`config.mk`:
```
export PLATFORM = sky130hd
export DESIGN_NAME = ulofs_core
export DESIGN_NICKNAME = d
export VERILOG_FILES = /design/src/rtl/ulofs_pkg.sv /design/src/rtl/ulofs_core.sv
export SDC_FILE = /design/constraint.sdc
export NUM_CORES = 1
export LEC_CHECK = 0
export ABC_AREA = 0
export ABC_CLOCK_PERIOD_IN_PS = 2450
export BUFFER_PORTS_ARGS = -buffer_cell sky130_fd_sc_hd__buf_2
export CORE_AREA = 3 3 122 124
export DETAILED_ROUTE_END_ITERATION = 10
export DIE_AREA = 0 0 125 127
export PLACE_DENSITY_LB_ADDON = 0.05
export REMOVE_ABC_BUFFERS = 1
export SYNTH_ARGS = -nofsm -noshare
export SYNTH_HDL_FRONTEND = slang
export SYNTH_SLANG_ARGS = --single-unit
export TNS_END_PERCENT = 1
```
`constraint.sdc`:
```
create_clock -name sys_clk_i -period 2.45 [get_ports sys_clk_i]
set_input_delay 0.245 -clock sys_clk_i [delete_from_list [all_inputs] [get_ports sys_clk_i]]
set_output_delay 0.245 -clock sys_clk_i [all_outputs]
set_load 0.03 [all_outputs]
```
`src/rtl/ulofs_pkg.sv`:
```
// shared constants and types for the overhead filter and frame sync block
package ulofs_pkg;
  localparam int  CLK_MHZ         = 50;
  localparam int  ACT_TIMEOUT_S   = 15;
  localparam int  ACT_TIMEOUT_CYC = ACT_TIMEOUT_S * CLK_MHZ * 1_000_000;
  localparam int  WAKE_TONE_HZ    = 10_000;
  localparam int  WAKE_HALF_CYC   = CLK_MHZ * 1_000_000 / (2 * WAKE_TONE_HZ);
  localparam real TEST_PULSE_US   = 12.5;
  localparam int  TEST_PULSE_CYC  = int'(TEST_PULSE_US * CLK_MHZ);
  localparam real TEST_GAP_MS     = 1.5;
  localparam int  TEST_GAP_CYC    = int'(TEST_GAP_MS * 1000.0 * CLK_MHZ);
  localparam int  FRAME_DCL       = 768;
  localparam int  SF_FRAMES       = 96;

  localparam logic [7:0] LCMD_FIRST_BYTE = 8'h80;
  localparam logic [7:0] LCMD_M4_BASE    = 8'h8c;
  localparam logic [7:0] LCMD_SPARE_BASE = 8'h88;

  localparam logic [3:0] REG_ADDITIONAL_FUNCTION_REG2       = 4'h0;
  localparam logic [3:0] REG_STATUS     = 4'h4;
  localparam logic [3:0] REG_CTRL       = 4'h8;
  localparam int         ADDITIONAL_FUNCTION_REG2_SUPERFRAME_MARKER_ENABLE_BIT  = 0;
  localparam logic       ADDITIONAL_FUNCTION_REG2_SUPERFRAME_MARKER_ENABLE_RST  = 1'h1;
  localparam int         CTRL_SWRST_BIT = 0;

  localparam logic [1:0] PAY_ONES   = 2'h0;
  localparam logic [1:0] PAY_ZERO   = 2'h1;
  localparam logic [1:0] PAY_NORMAL = 2'h2;
  localparam logic [1:0] SYM_SILENT = 2'h0;
  localparam logic [1:0] SYM_POS    = 2'h1;
  localparam logic [1:0] SYM_NEG    = 2'h3;

  typedef enum logic [1:0] {
    FLT_CHANGE = 2'h0, FLT_CRC = 2'h1, FLT_TLL = 2'h2, FLT_BOTH = 2'h3
  } ulofs_filter_t;
  typedef enum logic [1:0] {
    MODE_LT = 2'h0, MODE_NT = 2'h1, MODE_LT_RP = 2'h2, MODE_NT_RP = 2'h3
  } ulofs_mode_t;
  typedef enum logic [3:0] {
    LS_TEST, LS_DEACT, LS_LINE_ACTIVE, LS_PEND_TRANSP, LS_ST_DEACT, LS_PEND_DEACT,
    LS_TRANSP, LS_SYNC1, LS_SYNC2, LS_WAIT_ACT, LS_ST_ERROR, LS_PEND_DEACT_ST,
    LS_PEND_DEACT_U, LS_ALOOP, LS_SYNC, LS_ERROR
  } ulofs_line_state_t;
  typedef enum logic [1:0] {
    CMD_NONE = 2'h0, CMD_AR = 2'h1, CMD_ARX = 2'h2, CMD_AR0 = 2'h3
  } ulofs_act_cmd_t;
  typedef enum logic [1:0] {
    ACT_DEACT = 2'h0, ACT_AWAIT = 2'h1, ACT_ACTIVE = 2'h3, ACT_ERR = 2'h2
  } ulofs_act_state_t;
  typedef enum logic [2:0] {
    SIG_SILENT, SIG_WAKE, SIG_ACT1, SIG_ACT2, SIG_ACT3, SIG_TRANSP, SIG_TEST
  } ulofs_sig_sel_t;

  typedef struct packed {
    logic       valid;
    logic [7:0] first_byte;
    logic [7:0] code;
  } ulofs_lcmd_t;
  typedef struct packed {
    logic [7:0] m4;
    logic [2:0] spare;
  } ulofs_ovh_t;
  typedef struct packed {
    logic       m4_valid;
    logic       spare_valid;
    ulofs_ovh_t bits;
  } ulofs_report_t;
  typedef struct packed {
    logic       sync_word;
    logic       inv_sync;
    logic [1:0] payload;
    logic       mbits_normal;
    logic [1:0] symbol;
  } ulofs_line_sig_t;

  typedef struct packed {
    logic             dcl_s1, dcl_s2, dcl_d;
    logic             fs_s1, fs_s2, fs_d;
    logic             uvd_s1, uvd_s2;
    logic             in_test, superframe_marker_enable, sw_reset;
    ulofs_filter_t    flt_m4, flt_spare;
    ulofs_ovh_t       hist1, hist2, reported;
    logic [1:0]       crc_hist;
    ulofs_report_t    report;
    logic [1:0]       fs_hi_cnt;
    logic [6:0]       frame_cnt;
    logic             isw_pend, isw_insert, sf_start;
    logic [9:0]       gen_cnt;
    logic             gen_fs, fs_oe;
    ulofs_act_state_t act_state;
    logic [29:0]      act_tmr;
    logic             no_timeout, act_eval, line_active, to_err;
    logic [11:0]      tone_cnt;
    logic             tone_pol;
    logic [16:0]      tp_cnt;
    logic             tp_pol;
    ulofs_line_sig_t  line_sig;
    logic [7:0]       rdata;
  } ulofs_state_t;
endpackage

```
`src/rtl/ulofs_core.sv`:
```
// overhead bit filter, frame sync marker and activation start logic
`timescale 1ns/1ns
`default_nettype none

module ulofs_core
  import ulofs_pkg::*;
#(
  parameter int ACT_TIMEOUT = ACT_TIMEOUT_CYC,
  parameter int TEST_GAP    = TEST_GAP_CYC,
  parameter int FRAME_LEN   = FRAME_DCL
) (
  input  wire logic              sys_clk_i,
  input  wire logic              rst_n_i,
  input  wire ulofs_mode_t       op_mode_i,
  input  wire logic              undervoltage_detect_i,
  input  wire logic              data_clock_i,
  input  wire logic              frame_sync_i,
  input  wire logic              sf_marker_sel_i,
  input  wire ulofs_lcmd_t       local_command_message_i,
  input  wire logic              sf_done_i,
  input  wire ulofs_ovh_t        rx_ovh_i,
  input  wire logic              crc_ok_i,
  input  wire logic              rx_sync_i,
  input  wire ulofs_line_state_t line_state_i,
  input  wire ulofs_act_cmd_t    act_cmd_i,
  input  wire logic              upstream_activation_signal_3_ok_i,
  input  wire logic              act_bit_i,
  input  wire logic              deact_i,
  input  wire ulofs_sig_sel_t    sig_sel_i,
  input  wire logic              sig_down_i,
  input  wire logic [3:0]        reg_addr_i,
  input  wire logic [7:0]        reg_wdata_i,
  input  wire logic              reg_wr_i,
  input  wire logic              reg_rd_i,
  output logic [7:0]             reg_rdata_o,
  output ulofs_report_t          overhead_bit_report_o,
  output logic                   frame_sync_o,
  output logic                   frame_sync_oe_o,
  output logic                   inverted_sync_word_insert_o,
  output logic                   sf_start_o,
  output logic                   line_active_indication_o,
  output logic                   activation_timeout_error_o,
  output ulofs_line_sig_t        line_sig_o
);

  ulofs_state_t state_reg;
  ulofs_state_t state_next;
  logic         dcl_rise;
  logic         fs_rise;
  logic         fs_fall;
  logic         test_entry;
  logic         nt_side;
  logic         is_rp;
  logic         rep_en;
  logic         crc_good;
  logic         tll_m4;
  logic         tll_sp;
  logic         marker_now;

  function automatic logic flt_pass(ulofs_filter_t f, logic triple_look_filter, logic crc);
    case (f)
      FLT_CHANGE: return 1'b1;
      FLT_CRC:    return crc;
      FLT_TLL:    return triple_look_filter;
      default:    return triple_look_filter & crc;
    endcase
  endfunction

  function automatic logic state_reports(ulofs_mode_t m, ulofs_line_state_t s);
    case (m)
      MODE_LT: return s inside {LS_LINE_ACTIVE, LS_PEND_TRANSP, LS_ST_DEACT,
                                LS_PEND_DEACT, LS_TRANSP};
      MODE_NT: return s inside {LS_SYNC1, LS_SYNC2, LS_WAIT_ACT, LS_TRANSP,
                                LS_ST_ERROR, LS_PEND_DEACT_ST, LS_PEND_DEACT_U,
                                LS_ALOOP};
      MODE_LT_RP: return s inside {LS_PEND_TRANSP, LS_TRANSP, LS_PEND_DEACT};
      default: return s inside {LS_SYNC, LS_TRANSP, LS_ERROR, LS_PEND_DEACT,
                                LS_ALOOP};
    endcase
  endfunction

  // edges come from the second and third flops, never the first
  assign dcl_rise   = state_reg.dcl_s2 & ~state_reg.dcl_d;
  assign fs_rise    = state_reg.fs_s2 & ~state_reg.fs_d;
  assign fs_fall    = ~state_reg.fs_s2 & state_reg.fs_d;
  assign test_entry = state_reg.in_test | state_reg.uvd_s2 | state_reg.sw_reset;
  assign nt_side    = (op_mode_i == MODE_NT) || (op_mode_i == MODE_NT_RP);
  assign is_rp      = (op_mode_i == MODE_LT_RP) || (op_mode_i == MODE_NT_RP);
  assign rep_en     = rx_sync_i && state_reports(op_mode_i, line_state_i);
  assign crc_good   = &state_reg.crc_hist;
  assign tll_m4     = (rx_ovh_i.m4 == state_reg.hist1.m4)
                   && (rx_ovh_i.m4 == state_reg.hist2.m4);
  assign tll_sp     = (rx_ovh_i.spare == state_reg.hist1.spare)
                   && (rx_ovh_i.spare == state_reg.hist2.spare);
  assign marker_now = sf_marker_sel_i && (state_reg.frame_cnt == 7'h00);

  always_comb begin
    state_next        = state_reg;
    state_next.dcl_s1 = data_clock_i;
    state_next.dcl_s2 = state_reg.dcl_s1;
    state_next.dcl_d  = state_reg.dcl_s2;
    state_next.fs_s1  = frame_sync_i;
    state_next.fs_s2  = state_reg.fs_s1;
    state_next.fs_d   = state_reg.fs_s2;
    state_next.uvd_s1 = undervoltage_detect_i;
    state_next.uvd_s2 = state_reg.uvd_s1;
    state_next.in_test  = 1'b0;
    state_next.sw_reset = 1'b0;
    state_next.rdata    = 8'h00;

    // register port, read data only in the cycle after the strobe
    if (reg_wr_i) begin
      case (reg_addr_i)
        REG_ADDITIONAL_FUNCTION_REG2: state_next.superframe_marker_enable     = reg_wdata_i[ADDITIONAL_FUNCTION_REG2_SUPERFRAME_MARKER_ENABLE_BIT];
        REG_CTRL: state_next.sw_reset = reg_wdata_i[CTRL_SWRST_BIT];
        default: ;
      endcase
    end
    if (reg_rd_i) begin
      case (reg_addr_i)
        REG_ADDITIONAL_FUNCTION_REG2:   state_next.rdata = {7'h00, state_reg.superframe_marker_enable};
        REG_STATUS: state_next.rdata = {1'b0, state_reg.isw_pend, state_reg.act_state,
                                        state_reg.flt_spare, state_reg.flt_m4};
        default:    state_next.rdata = 8'h00;
      endcase
    end

    // filter selection by local command, first byte must equal LCMD_FIRST_BYTE
    if (local_command_message_i.valid
        && local_command_message_i.first_byte == LCMD_FIRST_BYTE) begin
      if (local_command_message_i.code[7:2] == LCMD_M4_BASE[7:2]) begin
        state_next.flt_m4 = ulofs_filter_t'(local_command_message_i.code[1:0]);
      end else if (local_command_message_i.code[7:2] == LCMD_SPARE_BASE[7:2]) begin
        state_next.flt_spare = ulofs_filter_t'(local_command_message_i.code[1:0]);
      end
    end

    // overhead filtering once per received superframe
    state_next.report.m4_valid    = 1'b0;
    state_next.report.spare_valid = 1'b0;
    if (sf_done_i) begin
      state_next.hist1    = rx_ovh_i;
      state_next.hist2    = state_reg.hist1;
      state_next.crc_hist = {state_reg.crc_hist[0], crc_ok_i};
      // a blocked change stays pending and is reported once allowed
      if (rep_en && rx_ovh_i.m4 != state_reg.reported.m4
          && flt_pass(state_reg.flt_m4, tll_m4, crc_good)) begin
        state_next.report.m4_valid = 1'b1;
        state_next.reported.m4     = rx_ovh_i.m4;
      end
      if (rep_en && rx_ovh_i.spare != state_reg.reported.spare
          && flt_pass(state_reg.flt_spare, tll_sp, crc_good)) begin
        state_next.report.spare_valid = 1'b1;
        state_next.reported.spare     = rx_ovh_i.spare;
      end
      state_next.report.bits = state_next.reported;
    end

    // frame sync: driven in nt modes, decoded in lt modes
    state_next.isw_insert = 1'b0;
    state_next.sf_start   = 1'b0;
    if (nt_side) begin
      state_next.fs_oe = 1'b1;
      if (dcl_rise) begin
        if (state_reg.gen_cnt == 10'(FRAME_LEN - 1)) begin
          state_next.gen_cnt = 10'h000;
          state_next.gen_fs  = 1'b1;
          if (state_reg.frame_cnt == 7'(SF_FRAMES - 1)) begin
            state_next.frame_cnt = 7'h00;
            state_next.sf_start  = 1'b1;
          end else begin
            state_next.frame_cnt = state_reg.frame_cnt + 7'h01;
          end
        end else begin
          state_next.gen_cnt = state_reg.gen_cnt + 10'h001;
          if (state_reg.gen_cnt == (marker_now ? 10'h000 : 10'h001)) begin
            state_next.gen_fs = 1'b0;
          end
        end
      end
    end else begin
      state_next.fs_oe  = 1'b0;
      state_next.gen_fs = 1'b0;
      if (state_reg.fs_s2 && dcl_rise && state_reg.fs_hi_cnt != 2'h3) begin
        state_next.fs_hi_cnt = state_reg.fs_hi_cnt + 2'h1;
      end
      // the superframe count free-runs, so the offset holds until a marker
      if (fs_rise) begin
        state_next.fs_hi_cnt = 2'h0;
        if (state_reg.isw_pend || state_reg.frame_cnt == 7'(SF_FRAMES - 1)) begin
          state_next.frame_cnt  = 7'h00;
          state_next.isw_insert = 1'b1;
          state_next.sf_start   = 1'b1;
          state_next.isw_pend   = 1'b0;
        end else begin
          state_next.frame_cnt = state_reg.frame_cnt + 7'h01;
        end
      end
      // stray spikes shift the superframe count for good when markers are off
      // the clock edge that opens the pulse is not counted, so 0 means one period
      if (fs_fall && state_reg.fs_hi_cnt == 2'h0 && state_reg.superframe_marker_enable) begin
        state_next.isw_pend = 1'b1;
      end
    end

    // activation start
    case (state_reg.act_state)
      ACT_DEACT: begin
        if (act_cmd_i != CMD_NONE) begin
          state_next.act_state  = ACT_AWAIT;
          state_next.act_tmr    = 30'h0;
          state_next.no_timeout = (act_cmd_i == CMD_ARX);
          state_next.act_eval   = (act_cmd_i != CMD_AR0);
        end
      end
      ACT_AWAIT: begin
        if (state_reg.act_tmr != '1) begin
          state_next.act_tmr = state_reg.act_tmr + 30'h1;
        end
        if (act_cmd_i == CMD_AR0) begin
          state_next.act_eval = 1'b0;
        end
        if (upstream_activation_signal_3_ok_i && (act_bit_i || !state_reg.act_eval)) begin
          state_next.act_state = ACT_ACTIVE;
        end else if (!state_reg.no_timeout
                     && state_reg.act_tmr == 30'(ACT_TIMEOUT - 1)) begin
          state_next.act_state = ACT_ERR;
        end
      end
      ACT_ACTIVE: begin
        if (act_cmd_i == CMD_AR) begin
          state_next.act_eval = 1'b1;
        end
        if (deact_i) begin
          state_next.act_state = ACT_DEACT;
        end
      end
      ACT_ERR: ;
      default: state_next.act_state = ACT_DEACT;
    endcase

    // test state restores mode defaults and drops activation
    if (test_entry) begin
      state_next.flt_m4    = is_rp ? FLT_CRC : FLT_TLL;
      state_next.flt_spare = is_rp ? FLT_CRC : FLT_TLL;
      state_next.act_state = ACT_DEACT;
    end
    state_next.line_active = (state_next.act_state == ACT_ACTIVE);
    state_next.to_err      = (state_next.act_state == ACT_ERR);

    // line signal encoder
    if (state_reg.tone_cnt == 12'(WAKE_HALF_CYC - 1)) begin
      state_next.tone_cnt = 12'h000;
      state_next.tone_pol = ~state_reg.tone_pol;
    end else begin
      state_next.tone_cnt = state_reg.tone_cnt + 12'h001;
    end
    if (state_reg.tp_cnt == 17'(TEST_PULSE_CYC + TEST_GAP - 1)) begin
      state_next.tp_cnt = 17'h00000;
      state_next.tp_pol = ~state_reg.tp_pol;
    end else begin
      state_next.tp_cnt = state_reg.tp_cnt + 17'h00001;
    end
    state_next.line_sig = '0;
    case (sig_sel_i)
      SIG_WAKE: state_next.line_sig.symbol = state_reg.tone_pol ? SYM_NEG : SYM_POS;
      SIG_ACT1: state_next.line_sig.sync_word = 1'b1;
      SIG_ACT2: begin
        state_next.line_sig.sync_word    = 1'b1;
        state_next.line_sig.inv_sync     = sig_down_i;
        state_next.line_sig.payload      = sig_down_i ? PAY_ZERO : PAY_ONES;
        state_next.line_sig.mbits_normal = sig_down_i;
      end
      SIG_ACT3: begin
        state_next.line_sig.sync_word    = 1'b1;
        state_next.line_sig.inv_sync     = 1'b1;
        state_next.line_sig.payload      = sig_down_i ? PAY_ZERO : PAY_ONES;
        state_next.line_sig.mbits_normal = 1'b1;
      end
      SIG_TRANSP: begin
        state_next.line_sig.sync_word    = 1'b1;
        state_next.line_sig.inv_sync     = 1'b1;
        state_next.line_sig.payload      = PAY_NORMAL;
        state_next.line_sig.mbits_normal = 1'b1;
      end
      SIG_TEST: begin
        if (state_reg.tp_cnt < 17'(TEST_PULSE_CYC)) begin
          state_next.line_sig.symbol = state_reg.tp_pol ? SYM_NEG : SYM_POS;
        end
      end
      default: state_next.line_sig = '0;
    endcase
  end

  always_ff @(posedge sys_clk_i) begin
    if (!rst_n_i) begin
      state_reg           <= '0;
      state_reg.in_test   <= 1'b1;
      state_reg.superframe_marker_enable      <= ADDITIONAL_FUNCTION_REG2_SUPERFRAME_MARKER_ENABLE_RST;
      state_reg.flt_m4    <= FLT_TLL;
      state_reg.flt_spare <= FLT_TLL;
    end else begin
      state_reg <= state_next;
    end
  end

  assign reg_rdata_o                 = state_reg.rdata;
  assign overhead_bit_report_o       = state_reg.report;
  assign frame_sync_o                = state_reg.gen_fs;
  assign frame_sync_oe_o             = state_reg.fs_oe;
  assign inverted_sync_word_insert_o = state_reg.isw_insert;
  assign sf_start_o                  = state_reg.sf_start;
  assign line_active_indication_o    = state_reg.line_active;
  assign activation_timeout_error_o  = state_reg.to_err;
  assign line_sig_o                  = state_reg.line_sig;
endmodule

`default_nettype wire

```
==> results of run 1 <==
==> layout by cell type, fill, tap and decap left out, types with 6 or more instances in the layout <==
master	Yosys	layout
and4_1	6	6
o31ai_1	11	11
or4_2	7	7
nor4_1	8	8
xor2_1	21	21
clkbuf_16	0	17
xnor2_1	26	26
o211ai_1	7	7
nand2b_1	12	12
and2_1	9	9
or3_1	19	19
nor2b_1	9	9
buf_4	29	16
nand2_1	79	79
nor2_1	92	92
a21oi_1	36	36
mux2i_1	45	45
o21ai_0	21	21
buf_2	5	91
or4_1	10	10
ha_1	13	13
inv_1	23	23
nand4_1	19	19
nor3_1	26	26
and3_1	31	31
nand3_1	34	34
dfxtp_1	156	156
==> layout make-up <==
cell class / count / area, sq um
clock buffers: 21 / 470
inverters: 23 / 86.3
fillers: 1205 / 5290
well taps: 180 / 225
flip-flops and latches: 156 / 3120
multi-input cells: 627 / 3990
repair buffers: 107 / 576
clock inverters: 11 / 118
==> power by group through the flow <==
stage	clock, uW	sequential [uW]	combinational (uW)
global placement	0	2680	368
floorplan	0	2690	198
global route	2750	2640	428
finish	2590	2630	383
CTS	2640	2630	384
detailed placement	0	2690	382
==> routing by layer <==
metal | global-route usage (%) | vias up
met2 | 35.7 | 144
met4 | 5.10 | 0
met5 | 0 | -
li1 | - | 3179
met1 | 28.3 | 2991
met3 | 5.23 | 10
==> metrics by stage <==
step,hold WS [ns],instances
detailed placement,0.423,1093
global placement,0.416,1093
CTS,0.0251,1125
floorplan,0.307,806
finish,0.0395,1125
global route,0.0391,1125
==> worst max path at each step <==
stage / start / end / slack, ns / cells past startpoint
after floorplan: state_reg[70]$_SDFFE_PN0P_ / state_reg[50]$_SDFFE_PN0P_ / 0.05 / 5
after global placement: act_cmd_i[0] / state_reg[74]$_SDFFE_PN0P_ / 0.18 / 8
after detailed placement: act_cmd_i[0] / state_reg[74]$_SDFFE_PN0P_ / 0.09 / 8
after CTS: state_reg[72]$_SDFFE_PN0P_ / state_reg[67]$_SDFFE_PN0P_ / 0.22 / 5
after global routing: state_reg[72]$_SDFFE_PN0P_ / state_reg[64]$_SDFFE_PN0P_ / -0.007 / 5
final: state_reg[72]$_SDFFE_PN0P_ / state_reg[65]$_SDFFE_PN0P_ / 0.23 / 5
==> cell families (layout without fill, tap and decap cells) <==
group                      Yosys count  after routing  synth area share [%]
AOI/OAI and AO/OA                  115            115                  9.98
adders and majority gates           13             13                  2.14
buffers and inverters               86            162                  6.50
xor gates and xnor gates            47             47                  5.41
other                                1              1                0.0493
DFF                                156            156                  41.1
and+or+nand+nor                    405            405                  28.8
muxes                               46             46                  6.07
==> what timing repair did <==
action	CTS	global route
resized for setup	0	0
setup endpoints to repair	0	2
hold buffers	0	0
==> key figures, run 1 <==
Floorplanning
  • Core outline area: 13900 sq um
  • Die footprint: 15900 sq um
  • Row count: 43
  • Die width: 125 um
  • Initial core utilization: 54.8%
  • Ports: 100
  • Die Y: 127 um

Route
  • WL/cell: 14.9 um
  • Routed WL: 16.8 mm
  • Top layer used by detailed routing: met4
  • DRC violations left: 0
  • Vias per cell: 5.62
  • Drt first pass iters: 5
  • DR iter-0 viols: 393
  • Met2 WL: 7.94 mm
  • Remaining antenna violation count: 0
  • Via count: 6324
  • Wire length on met3: 843 um
  • M1 wire length: 7.85 mm

Timing
  • Final Hold Fails: 0
  • Slew headroom: 59.6%
  • Worst Tran Pin Value: 0.602 ns
  • Share of the clock period used by the worst path: 90.8%
  • Unrepaired setup endpoints after global routing: yes
  • Fmax: 450 MHz
  • Setup Skew: 0.00444 ns
  • Setup TNS: 0 ns
  • PnR worst setup slack: 0.226 ns
  • Endpoints failing setup: 0
  • Max Transition Viols Final: 0
  • Fin crit period: 2.22 ns

Critical path
  • R2r worst-path depth: 5
  • Critical-path cell list: nand4_1, or4_1, o311ai_4, o21ai_0, a21oi_1
  • Critical Path RT: 2.80 ns
  • Crit Reg-Reg Startpoint: state_reg[72]$_SDFFE_PN0P_
  • CP max-delay cell: or4_1
  • Flop2flop setup slack: 0.23 ns
  • CP peak stage delay: 0.60 ns
  • Setup crit end kind: register
  • Worst path arrival time: 2.57 ns
  • CP Class: reg2reg
  • R2R Path End: state_reg[65]$_SDFFE_PN0P_
  • Worst-path fanout max: 14
  • Setup crit start kind: register
  • Family with the most delay on the worst path: compound AO/OA/AOI/OAI gates
  • Bufs and invs on worst path: 0

Placement
  • Post-detail-place hpwl: 11.9 mm
  • IO Port Bufs: 91
  • Dpl ws: 0.0927 ns
  • Placed Area: 8000 sq um
  • Final Wtd Congestion: 0.796

Run status
  • Status: complete, no violations

Synth
  • Area share of the largest cell type after synthesis: 41.1%
  • Register area share after synthesis: 41.1%
  • Post-synth EDFFs: 0
  • YS warnings: 0
  • Most numerous cell in the Yosys netlist: dfxtp_1
  • Top cells by area, synth: dfxtp_1 41%, mux2i_1 5.9%, nor2_1 4.5%
  • Syn Inst Count: 869
  • Commonest cells in the netlist: 156 x dfxtp_1, 92 x nor2_1, 79 x nand2_1
  • Top_reg_cell synth: dfxtp_1
  • Syn avg cell area: 8.75 sq um
  • Yosys reg bits: 156
  • Distinct cell type count after synthesis: 71
  • Yosys top cell by area: dfxtp_1
  • Post-Syn Area: 7610 sq um
  • Synth async-reset ratio: 0%

Layout
  • Design area: 8590 sq um
  • Ant. Diodes: 0
  • Max reg flops: 119
  • Final net count: 1011
  • Share of cells above drive strength 1: 18.9%
  • Layout area overhead: 12.9%
  • Utilization after layout: 61.9%

Clocking
  • CTS sink cnt: 156
  • CTS tree: yes
  • Clk_lat worst skew: 0.42 ns
  • H-Tree Depth: 4
  • CTS Buf Count: 17
  • Max clock buf depth: 2
  • Clk root buf: clkbuf_16
  • Setup bufs post-CTS: 0
  • Clk slew on worst S/H paths: 0.06 ns

Min path
  • HP Start: frame_sync_i
  • Hold path depth: 2
  • Worst Hold Class: in2reg
  • Sink of the worst hold path: state_next[164]$_SDFF_PN0_

Power
  • Sw Ratio: 22.9%
  • Total power: 5610 uW
  • Seq pwr share: 47.0%
  • Internal: 4320 uW
  • Sw Pwr: 1290 uW
  • Worst IR Drop VDD: 0.819 mV
  • Power per cell area: 653 nW/um^2
  • Logic pwr share: 6.8%
  • Leakage power: 0.00338 uW
  • Clock power frac: 46.2%

Global route
  • First-pass GRT wire length: 28.6 mm
  • Initial antenna violation count: 0
  • Vias in the first global route: 6104
  • All-Layer GR Usage: 21.4%
  • Grt ovf: 0
  • Largest net degree at the start of global routing: 47

Flow run
  • Max-cap viol count: 0
Note: power is estimated with default switching activity, not from simulation.
==> inputs of run 2 (changes only) <==
--- a/config.mk
+++ b/config.mk
@@ -11,7 +11,7 @@
 export CORE_AREA = 3 3 122 124
 export DETAILED_ROUTE_END_ITERATION = 10
 export DIE_AREA = 0 0 125 127
-export PLACE_DENSITY_LB_ADDON = 0.05
+export PLACE_DENSITY = 0.76
 export REMOVE_ABC_BUFFERS = 1
 export SYNTH_ARGS = -nofsm -noshare
 export SYNTH_HDL_FRONTEND = slang
==> key figures, run 2 (synthesized netlist as in run 1, its figures left out) <==
Run status
  • Status: complete, no violations

Placement
  • Final Wtd Congestion: 0.828
  • Placed cell count: 1097
  • Post-detail-place hpwl: 11.5 mm
  • Dpl ws: 0.130 ns
  • IO Port Bufs: 91

Timing
  • Final Hold Fails: 0
  • Slew headroom: 54.5%
  • Fmax: 455 MHz
  • Endpoints failing setup: 0
  • PnR worst setup slack: 0.250 ns
  • Share of the clock period used by the worst path: 89.8%
  • Unrepaired setup endpoints after global routing: no
  • Setup TNS: 0 ns
  • Fin Hold WS: 0.0322 ns
  • Worst Tran Pin Value: 0.676 ns
  • Max Transition Viols Final: 0
  • Fin crit period: 2.20 ns
  • Setup Skew: 0.00744 ns

Clocking
  • CTS-repair resized insts: 0
  • H-Tree Depth: 4
  • CTS tree: yes
  • Cts hold-fix bufs: 0
  • Clk root buf: clkbuf_16
  • Clk slew on worst S/H paths: 0.06 ns
  • CTS Buf Count: 17
  • CTS sink cnt: 156
  • Clk_lat worst skew: 0.42 ns
  • Setup bufs post-CTS: 0
  • Max clock buf depth: 2

Power
  • Seq pwr share: 47.5%
  • Leakage power: 0.00338 uW
  • Power per cell area: 645 nW/um^2
  • Logic pwr share: 7.0%
  • Internal: 4260 uW
  • Sw Ratio: 23.2%
  • Clock power frac: 45.6%
  • Sw Pwr: 1290 uW
  • Worst IR Drop VDD: 0.579 mV

Critical path
  • CP Class: reg2reg
  • Worst path arrival time: 2.51 ns
  • Worst-path fanout max: 14
  • Critical-path cell list: nand3_2, or4_1, o311ai_4, nor4_1, mux2i_1
  • CP max-delay cell: or4_1
  • CP peak stage delay: 0.71 ns
  • Setup crit end kind: register
  • Setup crit start kind: register
  • Critical Path RT: 2.75 ns

Global route
  • First-pass GRT wire length: 27.1 mm
  • Largest net degree at the start of global routing: 47
  • Initial antenna violation count: 1
  • All-Layer GR Usage: 20.6%
  • Vias in the first global route: 5758
  • Grt ovf: 0

Floorplanning
  • Ports: 100
  • Die width: 125 um
  • Die footprint: 15900 sq um
  • Die Y: 127 um
  • Core outline area: 13900 sq um
  • Initial core utilization: 54.8%
  • Row count: 43

Layout
  • Commonest non-fill, non-tap cells in the layout: 156 x dfxtp_1, 92 x nor2_1, 91 x buf_2
  • Final net count: 1015
  • Max reg flops: 119
  • Layout area overhead: 13.2%
  • Utilization after layout: 62.0%
  • Non-filler cells, final: 1130
  • Share of cells above drive strength 1: 19.1%
  • Commonest non-fill, non-tap cell in the layout: dfxtp_1

Route
  • Remaining antenna violation count: 0
  • Routed WL: 16.4 mm
  • Drt first pass iters: 5
  • Via count: 6330
  • Vias per cell: 5.60
  • WL/cell: 14.5 um
  • DR iter-0 viols: 393
  • DRC violations left: 0

Min path
  • Worst Hold Class: in2reg

Flow run
  • Max-cap viol count: 0
## run 2: cell types whose count changed in the layout (fill, tap and decap cells not counted)
cell	delta
buf_4	+4
clkinv_2	-4
clkbuf_1	+2
bufinv_16	-1
clkbuf_8	+1
clkinvlp_4	+1
diode_2	+1
inv_6	+1
## run 2: stage by stage
step / area, sq um / total power (uW)
finish: 8610 / 5550
global route: 8610 / 5770
CTS: 8610 / 5600
detailed placement: 8030 / 3070
global placement: 8030 / 3060
floorplan: 7200 / 2890
## run 2: critical path, delay by kind of cell (launching register included)
family / cells / cell delay (ns)
muxes: 1 / 0.14
DFF: 1 / 0.39
AOI/OAI and AO/OA: 1 / 0.59
and+or+nand+nor: 3 / 0.96
## run 2: routing by layer
layer  share of wire, %  GRT usage [%]
met5              0.079              0
met4                1.4           6.89
met3                5.2           5.77
met2                 47           33.1
met1                 47           26.9
## run 2: path summary, 6_finish.rpt
path                                                  from                         end  slack (ns)  cells past startpoint
worst max-delay path            state_reg[77]$_SDFFE_PN0P_  state_reg[79]$_SDFFE_PN0P_        0.25                      5
worst min-delay path                 undervoltage_detect_i  state_next[161]$_SDFF_PN0_        0.03                      2
worst max register to register  state_reg[77]$_SDFFE_PN0P_  state_reg[79]$_SDFFE_PN0P_        0.25                      5
worst min register to register  state_next[164]$_SDFF_PN0_  state_next[163]$_SDFF_PN0_        0.43                      1
## run 2: layout make-up
class	instances	area, sq um
clock buffers	24	492
well taps	180	225
fillers	1206	5270
inverters	23	86.3
diodes	1	2.50
clock inverters	8	83.8
repair buffers	111	606
flip-flops and latches	156	3120
multi-input cells	627	3990
## run 2: power by group through the flow
stage          Clock (uW)  Combinational [uW]  Sequential, uW
2_1_floorplan           0                 198            2690
3_3_place_gp            0                 378            2680
3_5_place_dp            0                 386            2690
4_1_cts              2580                 388            2630
5_1_grt              2700                 433            2640
6_report             2530                 387            2630
